===== src/hdl/eth_irq_pkg.sv =====
// constants shared by the event-flag and pin-select logic
package eth_irq_pkg;
  // register byte offsets
  localparam logic [7:0] FLAGS_OFS = 8'h00;
  localparam logic [7:0] FLAGS_CLR_OFS = 8'h04;
  localparam logic [7:0] FLAGS_SET_OFS = 8'h08;
  localparam logic [7:0] FLAGS_INV_OFS = 8'h0c;
  localparam logic [7:0] WMARK_OFS = 8'h10;
  localparam logic [7:0] STATUS_OFS = 8'h14;
  localparam logic [7:0] CTRL1_OFS = 8'h18;
  localparam logic [7:0] IRQ_EN_OFS = 8'h1c;
  localparam logic [7:0] CONFIG_OFS = 8'h20;
  // event flag bit positions
  localparam int TX_BUS_ERR_BIT = 14;
  localparam int RX_BUS_ERR_BIT = 13;
  localparam int EMPTY_WM_BIT = 9;
  localparam int FULL_WM_BIT = 8;
  localparam int RX_DONE_BIT = 7;
  // watermark, status, control and config fields
  localparam int EMPTY_LVL_LSB = 0;
  localparam int FULL_LVL_LSB = 16;
  localparam int DESCRIPTOR_BUFFER_COUNT_LSB = 16;
  localparam int STAT_MII_BIT = 0;
  localparam int STAT_ALT_BIT = 1;
  localparam int BUFFER_COUNT_DECREMENT_BIT = 0;
  localparam int MEDIA_SEL_BIT = 0;
  localparam int PIN_SET_BIT = 1;
  // reset values
  localparam logic [31:0] FLAGS_RST = 32'h0000_0000;
  localparam logic [7:0] EMPTY_LVL_RST = 8'h00;
  localparam logic [7:0] FULL_LVL_RST = 8'hff;
  localparam logic [7:0] DESCRIPTOR_BUFFER_COUNT_RST = 8'h00;
  localparam logic [31:0] IRQ_EN_RST = 32'h0000_0000;
  localparam logic MEDIA_SEL_RST = 1'b1;
  localparam logic PIN_SET_RST = 1'b1;
  localparam logic [7:0] DESCRIPTOR_BUFFER_COUNT_MAX = 8'hff;
  // pin-side output vector: mdc, mdio, tx_en, txd0..3, tx_er
  localparam int PO_MDC = 0;
  localparam int PO_MDIO = 1;
  localparam int PO_TXEN = 2;
  localparam int PO_TXD0 = 3;
  localparam int PO_TXER = 7;
  localparam logic [7:0] MII_OUT_MASK = 8'hff;
  localparam logic [7:0] RMII_OUT_MASK = 8'h1f;
  // pin-side input vector
  localparam int PI_MDIO = 0;
  localparam int PI_TXCLK = 1;
  localparam int PI_RXCLK = 2;
  localparam int PI_RXDV = 3;
  localparam int PI_RXD0 = 4;
  localparam int PI_RXER = 8;
  localparam int PI_CRS = 9;
  localparam int PI_COL = 10;
  localparam logic [10:0] MII_IN_MASK = 11'h7ff;
  localparam logic [10:0] RMII_IN_MASK = 11'h335;
endpackage : eth_irq_pkg


===== src/hdl/mii_side_if.sv =====
// mac-side signals between the flag/config core and the pin selector
`timescale 1ns/1ps
interface mii_side_if;
  logic mii_mode;
  logic alt_set;
  logic [7:0] core_o;
  logic [7:0] core_oe;
  logic [10:0] sel_i;
  modport core (output mii_mode, output alt_set, output core_o,
    output core_oe, input sel_i);
  modport mux (input mii_mode, input alt_set, input core_o,
    input core_oe, output sel_i);
endinterface : mii_side_if


===== src/hdl/eth_irq_pins.sv =====
// ethernet event flags, rx descriptor watermarks and phy pin selection
//
// The register addresses and the strobed register port were chosen for this implementation.
`timescale 1ns/1ps
module eth_irq_pins #(
  parameter bit PACKAGE_64 = 1'b0
) (
  // clock and reset
  input wire logic clk,
  input wire logic reset,
  // register port
  input wire logic [7:0] addr,
  input wire logic [31:0] wdata,
  input wire logic wr,
  input wire logic rd,
  output logic [31:0] rdata,
  // dma and receive events, one-cycle pulses
  input wire logic tx_bus_error,
  input wire logic rx_bus_error,
  input wire logic rx_packet_done,
  input wire logic descriptor_buffer_count_inc,
  // interrupt request
  output logic irq,
  // mac transmit and management side
  input wire logic mac_mdc,
  input wire logic mac_mdio_o,
  input wire logic mac_mdio_oe,
  input wire logic mac_tx_en,
  input wire logic [3:0] mac_txd,
  input wire logic mac_tx_er,
  // mac receive side, synchronised; mii_active and alt_active are decoded from the config register
  output logic mac_mdio_i,
  output logic mac_rx_dv,
  output logic [3:0] mac_rxd,
  output logic mac_rx_er,
  output logic mac_crs,
  output logic mac_col,
  output logic mac_tx_clk_rise,
  output logic mac_rx_clk_rise,
  output logic mii_active,
  output logic alt_active,
  // default pin set
  input wire logic [10:0] dflt_pin_i,
  output logic [7:0] dflt_pin_o,
  output logic [7:0] dflt_pin_oe,
  output logic [10:0] dflt_in_claim,
  // alternate pin set
  input wire logic [10:0] alt_pin_i,
  output logic [7:0] alt_pin_o,
  output logic [7:0] alt_pin_oe,
  output logic [10:0] alt_in_claim
);
  mii_side_if side ();

  // register state
  logic tx_bus_error_flag_reg;
  logic rx_bus_error_flag_reg;
  logic empty_watermark_flag_reg;
  logic full_watermark_flag_reg;
  logic rx_packet_done_flag_reg;
  logic [7:0] empty_watermark_level_reg;
  logic [7:0] full_watermark_level_reg;
  logic [7:0] descriptor_buffer_count_reg;
  logic [31:0] irq_enable_reg;
  logic media_interface_select_reg;
  logic pin_set_select_reg;
  logic [31:0] rdata_reg;
  logic irq_reg;
  logic [7:0] core_o_reg;
  logic [7:0] core_oe_reg;
  logic [10:0] in_sync;
  logic txclk_prev_reg;
  logic rxclk_prev_reg;

  // address decode
  wire logic wr_flags = wr && (addr == eth_irq_pkg::FLAGS_OFS);
  wire logic wr_clr = wr && (addr == eth_irq_pkg::FLAGS_CLR_OFS);
  wire logic wr_set = wr && (addr == eth_irq_pkg::FLAGS_SET_OFS);
  wire logic wr_inv = wr && (addr == eth_irq_pkg::FLAGS_INV_OFS);
  wire logic wr_wmark = wr && (addr == eth_irq_pkg::WMARK_OFS);
  wire logic wr_ctrl1 = wr && (addr == eth_irq_pkg::CTRL1_OFS);
  wire logic wr_irq_en = wr && (addr == eth_irq_pkg::IRQ_EN_OFS);
  wire logic wr_config = wr && (addr == eth_irq_pkg::CONFIG_OFS);

  // software-writable flag: hardware set wins over any write
  function automatic logic sw_flag_next(input logic f, input logic ev,
    input logic wd, input logic w_dir, input logic w_clr,
    input logic w_set, input logic w_inv);
    logic n;
    n = f;
    if (w_dir) begin
      n = wd;
    end else if (w_clr) begin
      n = f & ~wd;
    end else if (w_set) begin
      n = f | wd;
    end else if (w_inv) begin
      n = f ^ wd;
    end
    return ev | n;
  endfunction : sw_flag_next

  wire logic tx_bus_error_flag_next = sw_flag_next(tx_bus_error_flag_reg,
    tx_bus_error, wdata[eth_irq_pkg::TX_BUS_ERR_BIT], wr_flags, wr_clr,
    wr_set, wr_inv);
  wire logic rx_bus_error_flag_next = sw_flag_next(rx_bus_error_flag_reg,
    rx_bus_error, wdata[eth_irq_pkg::RX_BUS_ERR_BIT], wr_flags, wr_clr,
    wr_set, wr_inv);
  wire logic rx_packet_done_flag_next = sw_flag_next(rx_packet_done_flag_reg,
    rx_packet_done, wdata[eth_irq_pkg::RX_DONE_BIT], wr_flags, wr_clr,
    wr_set, wr_inv);

  // descriptor buffer count; saturates so a stray pulse cannot wrap it
  wire logic dec_req = wr_ctrl1 && wdata[eth_irq_pkg::BUFFER_COUNT_DECREMENT_BIT];
  wire logic inc_ok = descriptor_buffer_count_inc &&
    (descriptor_buffer_count_reg != eth_irq_pkg::DESCRIPTOR_BUFFER_COUNT_MAX);
  wire logic dec_ok = dec_req && (descriptor_buffer_count_reg != 8'h00);
  wire logic [7:0] descriptor_buffer_count_next =
    (inc_ok && !dec_ok) ? descriptor_buffer_count_reg + 8'h01 :
    (dec_ok && !inc_ok) ? descriptor_buffer_count_reg - 8'h01 :
    descriptor_buffer_count_reg;

  // judged on the count as updated, so the step past a level clears
  wire logic empty_hit =
    descriptor_buffer_count_next <= empty_watermark_level_reg;
  wire logic full_hit =
    descriptor_buffer_count_next >= full_watermark_level_reg;
  wire logic empty_watermark_flag_next = empty_hit ? 1'b1 :
    (inc_ok ? 1'b0 : empty_watermark_flag_reg);
  wire logic full_watermark_flag_next = full_hit ? 1'b1 :
    (dec_ok ? 1'b0 : full_watermark_flag_reg);

  // assembled flag word; reserved bits read zero
  wire logic [31:0] flags_word = {17'h00000,
    tx_bus_error_flag_reg, rx_bus_error_flag_reg, 3'h0,
    empty_watermark_flag_reg, full_watermark_flag_reg,
    rx_packet_done_flag_reg, 7'h00};
  wire logic irq_next = |(flags_word & irq_enable_reg);

  wire logic [31:0] wmark_word = {8'h00, full_watermark_level_reg,
    8'h00, empty_watermark_level_reg};
  wire logic [31:0] status_word = {8'h00, descriptor_buffer_count_reg,
    14'h0000, alt_active, mii_active};
  wire logic [31:0] config_word = {30'h00000000, pin_set_select_reg,
    media_interface_select_reg};

  // read mux; aliases and control one read zero, unmapped reads zero
  wire logic [31:0] rd_mux =
    (addr == eth_irq_pkg::FLAGS_OFS) ? flags_word :
    (addr == eth_irq_pkg::WMARK_OFS) ? wmark_word :
    (addr == eth_irq_pkg::STATUS_OFS) ? status_word :
    (addr == eth_irq_pkg::IRQ_EN_OFS) ? irq_enable_reg :
    (addr == eth_irq_pkg::CONFIG_OFS) ? config_word : 32'h00000000;

  always_ff @(posedge clk) begin
    if (reset) begin
      tx_bus_error_flag_reg <= 1'b0;
      rx_bus_error_flag_reg <= 1'b0;
      rx_packet_done_flag_reg <= 1'b0;
      empty_watermark_flag_reg <= 1'b0;
      full_watermark_flag_reg <= 1'b0;
    end else begin
      tx_bus_error_flag_reg <= tx_bus_error_flag_next;
      rx_bus_error_flag_reg <= rx_bus_error_flag_next;
      rx_packet_done_flag_reg <= rx_packet_done_flag_next;
      empty_watermark_flag_reg <= empty_watermark_flag_next;
      full_watermark_flag_reg <= full_watermark_flag_next;
    end
  end

  always_ff @(posedge clk) begin
    if (reset) begin
      descriptor_buffer_count_reg <= eth_irq_pkg::DESCRIPTOR_BUFFER_COUNT_RST;
      empty_watermark_level_reg <= eth_irq_pkg::EMPTY_LVL_RST;
      full_watermark_level_reg <= eth_irq_pkg::FULL_LVL_RST;
    end else begin
      descriptor_buffer_count_reg <= descriptor_buffer_count_next;
      if (wr_wmark) begin
        empty_watermark_level_reg <=
          wdata[eth_irq_pkg::EMPTY_LVL_LSB +: 8];
        full_watermark_level_reg <= wdata[eth_irq_pkg::FULL_LVL_LSB +: 8];
      end
    end
  end

  always_ff @(posedge clk) begin
    if (reset) begin
      irq_enable_reg <= eth_irq_pkg::IRQ_EN_RST;
      media_interface_select_reg <= eth_irq_pkg::MEDIA_SEL_RST;
      pin_set_select_reg <= eth_irq_pkg::PIN_SET_RST;
    end else begin
      if (wr_irq_en) begin
        irq_enable_reg <= wdata;
      end
      if (wr_config) begin
        media_interface_select_reg <= wdata[eth_irq_pkg::MEDIA_SEL_BIT];
        pin_set_select_reg <= wdata[eth_irq_pkg::PIN_SET_BIT];
      end
    end
  end

  // read data stands for exactly the cycle after the strobe
  always_ff @(posedge clk) begin
    if (reset) begin
      rdata_reg <= 32'h00000000;
      irq_reg <= 1'b0;
    end else begin
      rdata_reg <= rd ? rd_mux : 32'h00000000;
      irq_reg <= irq_next;
    end
  end

  assign rdata = rdata_reg;
  assign irq = irq_reg;

  // mode selection; the small package has no alternate mii, so that
  // request falls back to the default pin set
  wire logic alt_req = !pin_set_select_reg;
  wire logic alt_blocked = PACKAGE_64 && media_interface_select_reg;
  assign mii_active = media_interface_select_reg;
  assign alt_active = alt_req && !alt_blocked;
  assign side.mii_mode = mii_active;
  assign side.alt_set = alt_active;

  // pin outputs registered so the pads see no decode glitches
  always_ff @(posedge clk) begin
    if (reset) begin
      core_o_reg <= 8'h00;
      core_oe_reg <= 8'h00;
    end else begin
      core_o_reg <= {mac_tx_er, mac_txd, mac_tx_en, mac_mdio_o, mac_mdc};
      core_oe_reg <= {5'h1f, mac_mdio_oe, 2'h3};
    end
  end
  assign side.core_o = core_o_reg;
  assign side.core_oe = core_oe_reg;

  pin_select u_pin_select (
    .side(side.mux),
    .dflt_pin_i(dflt_pin_i),
    .dflt_pin_o(dflt_pin_o),
    .dflt_pin_oe(dflt_pin_oe),
    .dflt_in_claim(dflt_in_claim),
    .alt_pin_i(alt_pin_i),
    .alt_pin_o(alt_pin_o),
    .alt_pin_oe(alt_pin_oe),
    .alt_in_claim(alt_in_claim)
  );

  // phy inputs come from outside the clock domain
  pin_sync #(.WIDTH(11)) u_in_sync (
    .clk(clk),
    .reset(reset),
    .async_in(side.sel_i),
    .sync_out(in_sync)
  );

  // media clock edges found by sampling; rmii reference sits on rx clock
  always_ff @(posedge clk) begin
    if (reset) begin
      txclk_prev_reg <= 1'b0;
      rxclk_prev_reg <= 1'b0;
    end else begin
      txclk_prev_reg <= in_sync[eth_irq_pkg::PI_TXCLK];
      rxclk_prev_reg <= in_sync[eth_irq_pkg::PI_RXCLK];
    end
  end
  wire logic txclk_rise = in_sync[eth_irq_pkg::PI_TXCLK] && !txclk_prev_reg;
  wire logic rxclk_rise = in_sync[eth_irq_pkg::PI_RXCLK] && !rxclk_prev_reg;
  assign mac_tx_clk_rise = mii_active ? txclk_rise : rxclk_rise;
  assign mac_rx_clk_rise = rxclk_rise;

  // receive fields; rmii carries two data bits and a combined crs/dv
  assign mac_mdio_i = in_sync[eth_irq_pkg::PI_MDIO];
  assign mac_rx_dv = mii_active ? in_sync[eth_irq_pkg::PI_RXDV]
                                : in_sync[eth_irq_pkg::PI_CRS];
  assign mac_rxd = in_sync[eth_irq_pkg::PI_RXD0 +: 4];
  assign mac_rx_er = in_sync[eth_irq_pkg::PI_RXER];
  assign mac_crs = in_sync[eth_irq_pkg::PI_CRS];
  assign mac_col = in_sync[eth_irq_pkg::PI_COL];
endmodule : eth_irq_pins


===== src/hdl/pin_select.sv =====
// routes the mac signals to the default or alternate ethernet pin set
`timescale 1ns/1ps
module pin_select (
  // mac side
  mii_side_if.mux side,
  // default pin set
  input wire logic [10:0] dflt_pin_i,
  output logic [7:0] dflt_pin_o,
  output logic [7:0] dflt_pin_oe,
  output logic [10:0] dflt_in_claim,
  // alternate pin set
  input wire logic [10:0] alt_pin_i,
  output logic [7:0] alt_pin_o,
  output logic [7:0] alt_pin_oe,
  output logic [10:0] alt_in_claim
);
  wire logic [7:0] out_mask;
  wire logic [10:0] in_mask;
  // mii uses every pin, rmii only its reduced set
  assign out_mask = side.mii_mode ? eth_irq_pkg::MII_OUT_MASK
                                  : eth_irq_pkg::RMII_OUT_MASK;
  assign in_mask = side.mii_mode ? eth_irq_pkg::MII_IN_MASK
                                 : eth_irq_pkg::RMII_IN_MASK;
  // unused or unselected pins: no drive, no claim, so others may own them
  assign dflt_pin_o = side.alt_set ? 8'h00 : side.core_o & out_mask;
  assign dflt_pin_oe = side.alt_set ? 8'h00
                                    : side.core_oe & out_mask;
  assign dflt_in_claim = side.alt_set ? 11'h000 : in_mask;
  assign alt_pin_o = side.alt_set ? side.core_o & out_mask : 8'h00;
  assign alt_pin_oe = side.alt_set ? side.core_oe & out_mask
                                   : 8'h00;
  assign alt_in_claim = side.alt_set ? in_mask : 11'h000;
  // unclaimed inputs read as zero toward the mac
  assign side.sel_i = (side.alt_set ? alt_pin_i : dflt_pin_i) & in_mask;
endmodule : pin_select


===== src/hdl/pin_sync.sv =====
// two-flop synchroniser for a vector of asynchronous pin levels
`timescale 1ns/1ps
module pin_sync #(
  parameter int WIDTH = 1
) (
  // clock and reset
  input wire logic clk,
  input wire logic reset,
  // levels
  input wire logic [WIDTH-1:0] async_in,
  output logic [WIDTH-1:0] sync_out
);
  logic [WIDTH-1:0] meta_reg;
  always_ff @(posedge clk) begin
    if (reset) begin
      meta_reg <= '0;
      sync_out <= '0;
    end else begin
      meta_reg <= async_in;
      sync_out <= meta_reg;
    end
  end
endmodule : pin_sync


===== config.mk =====
export PLATFORM = sky130hd
export DESIGN_NAME = eth_irq_pins
export DESIGN_NICKNAME = d
export VERILOG_FILES = /design/src/hdl/eth_irq_pkg.sv /design/src/hdl/mii_side_if.sv /design/src/hdl/eth_irq_pins.sv /design/src/hdl/pin_select.sv /design/src/hdl/pin_sync.sv
export SDC_FILE = /design/constraint.sdc
export NUM_CORES = 1
export LEC_CHECK = 0
export BUFFER_PORTS_ARGS = -buffer_cell sky130_fd_sc_hd__buf_2
export CORE_MARGIN = 4
export CORE_UTILIZATION = 35
export CTS_CLUSTER_SIZE = 10
export DETAILED_ROUTE_END_ITERATION = 8
export PLACE_DENSITY = 0.65
export SLEW_MARGIN = 20
export SYNTH_ARGS = -nofsm -noshare
export SYNTH_HDL_FRONTEND = slang
export SYNTH_SLANG_ARGS = --single-unit
export TNS_END_PERCENT = 1

===== constraint.sdc =====
create_clock -name clk -period 3.1 [get_ports clk]
set_clock_uncertainty 0.05 [all_clocks]
set_input_delay 0.62 -clock clk [delete_from_list [all_inputs] [get_ports clk]]
set_output_delay 0.62 -clock clk [all_outputs]
set_load 0.02 [all_outputs]

==> results.yml <==
hold_path:
  whs_path_depth: 2
  hp-class: "in2reg"
  hp-start: "mac_mdio_oe"
  hold-path-endpoint: "core_oe_reg[2]"
critical_path:
  crit_required_ps: 3380
  critPathArrivalTime_ps: 3340
  crit_fanout: 5
  crit_path_end_kind: "flip-flop"
  worst_setup_path_start_kind: "flip-flop"
  crit_type: "reg2reg"
  regToRegStartpoint: "descriptor_buffer_count_reg[2]"
  reg2reg_to: "empty_watermark_flag_reg"
  rrSetupSlack_ps: 40
  r2r_cells: 12
die:
  dieArea_um2: 18800
  fp.dieH_um: 137
  dieWidth_um: 137
  initial_core_util_pct: 36.3
  core_um2: 16100
  pin_count: 179
  rows: 46
clock_network:
  cts_sinks: 130
  clockBufferDepth: 2
  clk_pin_slew_ps: 60
  cts_tree: "yes"
  cts_buffers: 17
  htreeDepth: 4
  cts_root_buf: "clkbuf_16"
  cts_hold_buf: 0
  clock_latency_ps: 410
finish:
  final_nets: 940
  finalNonFillerCells: 1065
  n_antenna_cell: 0
  area_growth_pct: 30.0
  drive_above_1_share_pct: 32.9
  n_fill_cell: 1576
logic_synthesis:
  synth_flop_cell: "dfxtp_1"
  ys_types: 60
  synth_area_um2: 5840
  ys_ff_latch: 130
  synthCells: 665
  avgSynthCellArea_um2: 8.79
  synthArstFlopShare_pct: 0
  yosysSeqAreaShare_pct: 44.5
  synth_edf_count: 0
  yosysWarningCount: 0
  synth_nets: 768
sta:
  layout_min_cycle_time_ps: 3060
  period_share_pct: 98.8
  setup_viol: 0
  max_slew.worst_pin.slew_ps: 960
  rsz0062_at_grt: "yes"
  fmax_mhz: 327
  final.setup.tns_ps: 0
  slew_viol_final: 0
  slew-limit-headroom_pct: 36.0
  hold_viol: 0
routing:
  drtIter0Drc: 464
  vias: 5103
  vias_per_cell: 4.79
  drc: 0
  wirelength_um: 15800
  dr.pass1.iters: 6
  wire_per_inst_um: 14.9
  route.antenna.remaining_nets: 0
global_routing:
  grt_pass1_wl_um: 24700
  antenna_found_initial: 0
  grt_pass1_vias: 4786
  grt.overflow.total: 0
  grt_max_degree: 89
  grt_util_all_layers_pct: 16.8
place:
  place.gp.congestion: 0.840
  dp_cells: 1033
  io_buffers: 178
  post-dp-hpwl_um: 11600
pwr:
  cellPowerDensity_nw_per_um2: 538
  power_leakage_nw: 3.59
  ir_worst_vdd_uv: 396
run:
  maxCapViolCount: 0
outcome:
  outcome: "finished, final reports clean"
repair_timing:
item,in CTS,in global routing
setup buffers,0,1
endpoints found under the setup margin,0,2
gates resized for setup,0,6
cells in the mapped netlist (11+ instances only):
cell      number  area [um2]
clkbuf_1      36         135
o21ai_0       11        55.1
ha_1          24         300
and3_1        13        81.3
dfxtp_1      130        2600
nor2b_1       38         238
mux2i_1       15         150
a22o_1        11        96.3
nand2_1      109         409
a21oi_1       50         250
inv_1         25        93.8
nor2_1        29         109
and2_1        19         119
buf_4         35         263
where the power goes:
| group | switching [mW] | internal (mW) | total [mW] |
|---|---|---|---|
| combinational | 0.197 | 0.187 | 0.383 |
| clock | 0.748 | 1.23 | 1.97 |
| sequential | 0.0241 | 1.71 | 1.73 |
routing by layer:
layer / GRT usage [%] / vias to the layer above / part of all wire [%]
met2: 26.9 / 172 / 47
met3: 4.02 / 17 / 6.7
li1: - / 2561 / -
met1: 22.4 / 2353 / 44
met4: 5.54 / 0 / 1.4
met5: 0 / - / 0
worst max-delay path, stage by stage (launching register included):
cell and delay (ps):
dfxtp_1 310, or4_4 550, nor4b_4 320, buf_4 190
or2_1 120, buf_4 140, o21ai_1 100, xor2_1 250
ha_1 300, a211o_1 330, a31oi_1 160, a31oi_1 70
o311ai_2 80
cell usage in the layout, fill, tap and decap left out, drive strengths merged, types with 3 or more instances in the layout:
cell type	instances
buf	228
dfxtp	130
nand2	109
a21oi	50
nor2b	38
nor2	29
inv	27
ha	24
clkbuf	20
and2	19
mux2i	15
and3	13
o21ai	12
a22o	11
nand3	10
o211ai	10
a22oi	10
nor3	8
xnor2	7
mux2	7
clkinv	7
a21o	5
nand4	5
a31oi	4
o21a	4
nor4b	4
nor4	3
o31ai	3
o211a	3
nor3b	3
worst max-delay path by stage:
| stage | start | slack (ps) | depth (start not counted) | to |
|---|---|---|---|---|
| after floorplan | addr[5] | -90 | 12 | empty_watermark_flag_reg |
| after global placement | addr[2] | -270 | 12 | empty_watermark_flag_reg |
| after detailed placement | addr[2] | -420 | 12 | empty_watermark_flag_reg |
| after CTS | descriptor_buffer_count_reg[2] | 6 | 11 | empty_watermark_flag_reg |
| after global routing | descriptor_buffer_count_reg[2] | -60 | 12 | empty_watermark_flag_reg |
| final | descriptor_buffer_count_reg[2] | 40 | 12 | empty_watermark_flag_reg |
through the flow:
stage	util (%)	instance area [um2]	total power, mW	hold slack (ps)	setup slack [ps]
floorplan	-	5850	1.97	364	-91.6
global placement	43.2	6960	2.13	367	-272
detailed placement	43.2	6960	2.13	373	-418
CTS	46.8	7550	4.11	353	6.50
global route	47.1	7600	4.25	364	-63.8
finish	47.1	7600	4.09	368	37.6
cell families (layout without fill, tap and decap cells):
family / count (synthesis) / after routing / synth area share, %
AO/OA/AOI/OAI: 126 / 126 / 14.1
XOR/XNOR: 8 / 8 / 1.20
adder cells (fa/ha/maj): 25 / 25 / 5.31
buffers and inverters: 102 / 286 / 8.84
flip-flops: 130 / 130 / 44.5
multiplexers: 23 / 23 / 4.37
AND/OR/NAND/NOR: 251 / 251 / 21.7
cell type report:
class	count	area, um2	share of cell area, %
Sequential cell	130	2600	34.3
Clock buffer	20	457	6.01
Tap cell	216	270	3.56
Timing Repair Buffer	228	1270	16.7
Inverter	27	101	1.33
Clock inverter	11	129	1.70
Multi-Input combinational cell	433	2770	36.5
No activity file was read; power rests on OpenSTA's default activity.
